<file path="config.mk">
export PLATFORM = sky130hd
export DESIGN_NAME = metering_config_register_bank
export DESIGN_NICKNAME = d
export VERILOG_FILES = /design/src/hw/metering_cfg_pkg.sv /design/src/hw/metering_config_register_bank.sv
export SDC_FILE = /design/constraint.sdc
export NUM_CORES = 1
export LEC_CHECK = 0
export BUFFER_PORTS_ARGS = -buffer_cell sky130_fd_sc_hd__buf_2
export CORE_MARGIN = 10
export CORE_UTILIZATION = 40
export CTS_CLUSTER_DIAMETER = 80
export DETAILED_ROUTE_END_ITERATION = 12
export PLACE_DENSITY = 0.67
export SLEW_MARGIN = 30
export SYNTH_ARGS = -nofsm -noshare
export SYNTH_HDL_FRONTEND = slang
export SYNTH_SLANG_ARGS = --single-unit
</file>
<file path="constraint.sdc">
create_clock -name CLK -period 2.8 [get_ports CLK]
set_clock_uncertainty 0.05 [all_clocks]
set_input_delay 0.56 -clock CLK [delete_from_list [all_inputs] [get_ports CLK]]
set_output_delay 0.56 -clock CLK [all_outputs]
set_load 0.03 [all_outputs]
</file>
<file path="src/hw/metering_cfg_pkg.sv">
// Constants and state type for the metering configuration bank
package metering_cfg_pkg;

  localparam int NREG = 8;

  localparam logic [2:0] IDX_ENGINE = 3'h0;
  localparam logic [2:0] IDX_CHOP = 3'h1;
  localparam logic [2:0] IDX_CONV = 3'h2;
  localparam logic [2:0] IDX_BATT = 3'h3;
  localparam logic [2:0] IDX_BOOT = 3'h4;
  localparam logic [2:0] IDX_LOC = 3'h5;
  localparam logic [2:0] IDX_IGLOB = 3'h6;
  localparam logic [2:0] IDX_ICHAN = 3'h7;

  // Byte addresses, index 7 first
  localparam logic [NREG-1:0][15:0] REG_ADDR = {
    16'h20AC, 16'h20AB, 16'h20A8, 16'h20A7,
    16'h2020, 16'h2005, 16'h2002, 16'h2000};

  // Implemented bits of each register
  localparam logic [NREG-1:0][7:0] FIELD_MASK = {
    8'h11, 8'h01, 8'h1F, 8'hFF, 8'h40, 8'h08, 8'h30, 8'h18};

  localparam logic [NREG-1:0][7:0] RESET_VAL = {
    8'h00, 8'h00, 8'h1F, 8'h01, 8'h00, 8'h00, 8'h00, 8'h00};

  // Bits loaded at wake; others hold (undefined or backup supplied)
  localparam logic [NREG-1:0][7:0] WAKE_MASK = {
    8'h11, 8'h01, 8'h1F, 8'hFF, 8'h00, 8'h08, 8'h30, 8'h18};

  // Display bits lost in sleep, and write-only bits
  localparam logic [NREG-1:0][7:0] LOSE_MASK = {NREG{8'h00}};
  localparam logic [NREG-1:0][7:0] WO_MASK = {NREG{8'h00}};

  localparam int FAST_BIT = 3;
  localparam int CE_EN_BIT = 4;
  localparam int CHOP_LSB = 4;
  localparam int CONV_BIT = 3;
  localparam int BME_BIT = 6;
  localparam int IGLOB_BIT = 0;
  localparam int IA_BIT = 0;
  localparam int IB_BIT = 4;
  localparam int PAGE_SHIFT = 10;

  localparam int CLK_HZ = 20_000_000;
  localparam int ENGINE_FAST_HZ = 10_000_000;
  localparam int ENGINE_SLOW_HZ = 5_000_000;
  localparam logic [1:0] FAST_LAST = 2'(CLK_HZ / ENGINE_FAST_HZ - 1);
  localparam logic [1:0] SLOW_LAST = 2'(CLK_HZ / ENGINE_SLOW_HZ - 1);

  typedef enum logic [1:0] {
    CHOP_TOGGLE_ALT = 2'h0,
    CHOP_POSITIVE = 2'h1,
    CHOP_REVERSED = 2'h2,
    CHOP_TOGGLE = 2'h3
  } chop_mode_t;

  typedef struct packed {
    logic [NREG-1:0][7:0] bank;
    logic [7:0] rdata;
    logic sync_d;
    logic chop_pol;
    logic alt_req;
    logic [1:0] div;
    logic tick;
    logic batt_smp;
    logic ia_on;
    logic ib_on;
  } state_t;

  localparam state_t STATE_RESET = '{
    bank: RESET_VAL, rdata: 8'h00, sync_d: 1'b0, chop_pol: 1'b0,
    alt_req: 1'b0, div: 2'h0, tick: 1'b0, batt_smp: 1'b0,
    ia_on: 1'b0, ib_on: 1'b0};

endpackage

</file>
<file path="src/hw/metering_config_register_bank.sv">
// Configuration RAM bank with converter, engine and chop control
`timescale 1ns/1ps
module metering_config_register_bank
  import metering_cfg_pkg::*;
(
  input wire logic CLK,
  input wire logic RSTN,
  input wire logic [15:0] ADDR,
  input wire logic [7:0] WDATA,
  input wire logic WR,
  input wire logic RD,
  output logic [7:0] RDATA,
  input wire logic WAKE,
  input wire logic SLEEP_ENTRY,
  input wire logic MUX_SYNC,
  input wire logic ACCUM_END,
  input wire logic ALT_FRAME,
  output logic CONV_ENABLE,
  output logic BATTERY_LOAD,
  output logic BATTERY_SAMPLE,
  output logic [17:0] BOOT_END_ADDR,
  output logic ENGINE_ENABLE,
  output logic ENGINE_CLK_TICK,
  output logic [14:0] ENGINE_START_ADDR,
  output logic REF_CHOP_POL,
  output logic ALT_MUX_REQ,
  output logic IA_CHOP_ON,
  output logic IB_CHOP_ON
);

  state_t s_reg;
  state_t s_next;
  logic [NREG-1:0] hit;
  logic sync_rise;
  chop_mode_t chop_mode;
  logic fast_sel;
  logic ce_en;
  logic iglob;
  logic [1:0] div_last;

  assign sync_rise = MUX_SYNC & ~s_reg.sync_d;
  assign chop_mode = chop_mode_t'(s_reg.bank[IDX_CHOP][CHOP_LSB +: 2]);
  assign fast_sel = s_reg.bank[IDX_ENGINE][FAST_BIT];
  assign ce_en = s_reg.bank[IDX_ENGINE][CE_EN_BIT];
  assign iglob = s_reg.bank[IDX_IGLOB][IGLOB_BIT];
  assign div_last = fast_sel ? FAST_LAST : SLOW_LAST;

  always_comb
  begin
    s_next = s_reg;
    s_next.alt_req = 1'b0;
    s_next.tick = 1'b0;
    s_next.rdata = 8'h00;
    s_next.sync_d = MUX_SYNC;
    hit = '0;
    for (int i = 0; i < NREG; i++)
    begin
      hit[i] = (ADDR == REG_ADDR[i]);
      if (RD && hit[i])
      begin
        s_next.rdata = s_reg.bank[i] & FIELD_MASK[i] & ~WO_MASK[i];
      end
      if (WR && hit[i])
      begin
        s_next.bank[i] = WDATA & FIELD_MASK[i];
      end
      if (SLEEP_ENTRY)
      begin
        s_next.bank[i] = s_next.bank[i] & ~LOSE_MASK[i];
      end
      if (WAKE)
      begin
        s_next.bank[i] = (s_next.bank[i] & ~WAKE_MASK[i]) |
                         (RESET_VAL[i] & WAKE_MASK[i]);
      end
    end

    if (sync_rise)
    begin
      unique case (chop_mode)
        CHOP_POSITIVE:
        begin
          s_next.chop_pol = 1'b0;
        end
        CHOP_REVERSED:
        begin
          s_next.chop_pol = 1'b1;
        end
        CHOP_TOGGLE_ALT:
        begin
          if (ACCUM_END)
          begin
            s_next.alt_req = 1'b1;
          end
          else
          begin
            s_next.chop_pol = ~s_reg.chop_pol;
          end
        end
        CHOP_TOGGLE:
        begin
          s_next.chop_pol = ~s_reg.chop_pol;
        end
      endcase
    end

    if (s_reg.div >= div_last)
    begin
      s_next.div = 2'h0;
      s_next.tick = ce_en;
    end
    else
    begin
      s_next.div = s_reg.div + 2'h1;
    end

    s_next.batt_smp = s_reg.bank[IDX_BATT][BME_BIT] & ALT_FRAME;
    s_next.ia_on = iglob & s_reg.bank[IDX_ICHAN][IA_BIT];
    s_next.ib_on = iglob & s_reg.bank[IDX_ICHAN][IB_BIT];
  end

  always_ff @(posedge CLK)
  begin
    if (!RSTN)
    begin
      s_reg <= STATE_RESET;
    end
    else
    begin
      s_reg <= s_next;
    end
  end

  assign RDATA = s_reg.rdata;
  assign CONV_ENABLE = s_reg.bank[IDX_CONV][CONV_BIT];
  assign BATTERY_LOAD = s_reg.bank[IDX_BATT][BME_BIT];
  assign BATTERY_SAMPLE = s_reg.batt_smp;
  // boot end in 1 KB pages
  assign BOOT_END_ADDR = {s_reg.bank[IDX_BOOT], {PAGE_SHIFT{1'b0}}};
  assign ENGINE_ENABLE = ce_en;
  assign ENGINE_CLK_TICK = s_reg.tick;
  // program start in 1 KB pages
  assign ENGINE_START_ADDR = {s_reg.bank[IDX_LOC][4:0],
                              {PAGE_SHIFT{1'b0}}};
  assign REF_CHOP_POL = s_reg.chop_pol;
  assign ALT_MUX_REQ = s_reg.alt_req;
  assign IA_CHOP_ON = s_reg.ia_on;
  assign IB_CHOP_ON = s_reg.ib_on;
endmodule

</file>
==> summary.md <==
| Metric | Value |
|---|---|
| Status | finished, final reports clean |
| Multiplexer share of the synthesized area | 0.1118 |
| Max VDD drop | approximately 0.3 mV |
| Die Y | 91.76 um |
| Final #Nets | about 300 |
| Req. time, crit path | 2.95 ns |
| CORE AREA | 5042 um^2 |
| Clk root buf | clkbuf_8 |
| Port buffer count | roughly 60 |
| Clock power frac | 0.417 |
| M1 GR Usage | 0.1449 |
| Vias | 1,634 |
| Inserted Clock Buffers | 5 |
| Worst rel slew slack | 0.5736 |
| Worst hold-check path type | reg2reg |
| Total track usage | 0.1218 |
| Synth Warn # | 0 |
| Area of the multi-input gates | 1001 um^2 |
| R2R depth | 6 |
| Critical Path Most Common Cell | and3_1 |
| FP Rows | 26 |
| Antenna cells | 0 |
| Global route hottest layer | met2 |
| Top cell type's share of synthesized area | 0.3791 |
| RSZ-0062 raised after global routing | false |
| Most frequent cells in the layout | 61 x buf_2, 39 x dfxtp_1, 28 x nor2_1 |
| Flop pwr share | 0.487 |
| Routing usage on met2 | 0.1908 |
| Cell Pwr Density | around 500 nW/um^2 |
| I/O Pins | 83 |
| Psw | ~0.00027 W |
| Post-synthesis adder-cell area fraction | 0.02430 |
| Comb pwr share | 0.095 |
| Avg Inst Size Synth | between 9 and 10 um^2 |
| CTS tree | done |
| Endpoint class of the critical path | register |
| Pleak | 1.122 nW |
| Non-filler cells, final | 335 |
| Dpl hpwl | 4058 um |
| Postcts setup bufs | 0 |
| First drt pass iteration count | 4 |
| GPL Wtd Cong | 0.8635 |
| Initial antenna violation count | 0 |
| Post-Synth Simple-Gate Area | 0.2539 |
| Reg2reg setup slack | 1.49 ns |
| Number of register bits inferred by synthesis | 39 |
| Min-Delay Path Depth | 1 |
| H-tree depth | 2 |
| CP max FO | 7 |
| Tightest Pin Transition | between 0.6 and 0.7 ns |
| DR WL/cell | around 15 um |
| CP max stage delay | around 0.47 ns |
| GR Util met3 | 0.04808 |
| Bufs on Longest Clock Path | 2 |
| Die area | 8419 um^2 |
| Crit Path Class | in2reg |
| Area leader, netlist | dfxtp_1 |
| Switch share | 0.2384 |
| Post-synth EDFFs | 0 |
| Post-DRT Antenna Nets | 0 |
| Clock sink count | 39 |
| Compound-cell area share of the yosys netlist | 0.05954 |
| Crit path buf inv count | 1 |
| Starting Density | 0.4084 |
| Slowest CP cell | nor4b_1 |
| Share of layout cells above drive strength 1 | 0.2906 |
| Maximum clock frequency | 480.9 MHz |
| Placed Cells | 327 |
| Largest family of logic cells by synthesized area | simple AND/OR/NAND/NOR gates |
| Drt initial violations | 104 |
| P_int | 0.0008782 W |
| First-pass GRT wire length | between 8000 and 9000 um |
| Final Max Tran Viols | 0 |
| WP depth | 6 |
| Top Family by Delay on Critical Path | simple AND/OR/NAND/NOR gates |
| Commonest non-fill, non-tap cell in the layout | buf_2 |
| Worst Setup Start Kind | input pin |
| Final hold violations | 0 |
| Via density | ~4.9 |
| Width of the die | roughly 90 um |
| Overall routed net length | 5076 um |
| Vias in the first global route | 1,698 |
| Register area | 780.7 um^2 |
| Worst-path clk slew | 0.07 ns |
| Tmin final | 2.079 ns |
| Layout area overhead | 12.21% |
| # hold bufs at CTS | 0 |
| Crit path DAT | 2.23 ns |
| Setup TNS | 0 ns |
| Synth cell types | 44 |
| Cells after Synth | 224 |
| Worst skew pair latency | 0.29 ns |
| Cts repair resizes | 0 |
| Final Cycle Share | 0.7426 |
| XOR/XNOR Fraction of Synth Area | 0 |
| Mapped cell area | 2059 um^2 |
| Most used flip-flop cell after synthesis | dfxtp_1 |
| Final Setup Violations | 0 |
| DR DRC count | 0 |
| Max Cap Violations | 0 |
| Largest net degree at the start of global routing | 16 |
| Seq/Total Area, Yosys | 0.3791 |
| Grt total ovfl | 0 |
| Synth top area cells | dfxtp_1 38%, buf_4 15%, mux2i_1 11% |
| Fillers | 526 |
| Crit path cell chain | buf_2 -> nor4b_1 -> and3_1 -> and3_1 -> a2bb2oi_1 -> a21boi_0 |
| FFs w/ async S/R, synth | 0 |
## worst paths after layout
path / to / start
setup / recovery: RDATA[0] / ADDR[12]
hold / removal: ALT_MUX_REQ / s_reg[8]
setup reg to reg: REF_CHOP_POL / chop_mode[0]
hold reg to reg: ALT_MUX_REQ / s_reg[8]
## power by group through the flow
| stage | logic, W | registers [W] | clock network (W) |
|---|---|---|---|
| 3_3_place_gp | 0.000107 | 0.000575 | 0 |
| 3_5_place_dp | 0.000109 | 0.000575 | 0 |
| 5_1_grt | 0.000121 | 0.000563 | 0.000519 |
| 2_1_floorplan | 0.0000877 | 0.000577 | 0 |
| 6_report | 0.000110 | 0.000562 | 0.000481 |
| 4_1_cts | 0.000109 | 0.000562 | 0.000494 |
## layout make-up
cell class	instances	area share
Multi-Input combinational cell	153	0.4331
Sequential cell	39	0.3378
Timing Repair Buffer	62	0.1354
Tap cell	70	0.03790
Clock buffer	6	0.03573
Clock inverter	2	0.01516
Inverter	3	0.004873
## cell usage after synthesis, types with 2 or more instances
| cell | count |
|---|---|
| a22oi_1 | 4 |
| a32o_1 | 2 |
| and2_1 | 4 |
| and3_1 | 7 |
| buf_2 | 2 |
| buf_4 | 41 |
| clkbuf_1 | 4 |
| dfxtp_1 | 39 |
| ha_1 | 4 |
| inv_1 | 3 |
| mux2i_1 | 23 |
| nand2_1 | 13 |
| nand2b_1 | 2 |
| nand3_1 | 8 |
| nand4_1 | 6 |
| nor2_1 | 28 |
| nor2b_1 | 2 |
| nor3_1 | 3 |
| nor3b_2 | 2 |
| nor4b_1 | 3 |
## stage by stage
step | worst slack [ns] | util | hold slack (ns) | total power (W) | area, um^2
after floorplan | 0.7375 | - | 0.3378 | 0.0006650 | 2131
after global placement | 0.4727 | 0.4350 | 0.3560 | 0.0006821 | 2193
after detailed placement | 0.4218 | 0.4350 | 0.3569 | 0.0006838 | 2193
after CTS | 0.7170 | 0.4583 | 0.3734 | 0.001165 | 2311
after global routing | 0.5681 | 0.4583 | 0.3886 | 0.001203 | 2311
final | 0.7207 | 0.4583 | 0.3765 | 0.001153 | 2311
## logic make-up after synthesis
family                     Yosys count
and+or+nand+nor                     91
buffers and inverters               51
DFF                                 39
muxes                               23
AOI/OAI and AO/OA                   15
adders and majority gates            4
other                                1
## metal layers
metal / part of all wire / vias to the layer above / routed length (um)
met5: 0 / - / 0
met4: 0.016 / 0 / 81
met3: 0.082 / 8 / 414
met2: 0.46 / 66 / 2339
met1: 0.44 / 759 / 2240
li1: - / 801 / -
## worst register-to-register path, delay by kind of cell (launching register included)
kind                       cells  cell delay (ns)
AOI/OAI and AO/OA              1             0.16
buffers and inverters          1             0.08
and+or+nand+nor                3             0.33
adders and majority gates      1             0.20
DFF                            1             0.39
No activity file was read; power rests on OpenSTA's default activity.
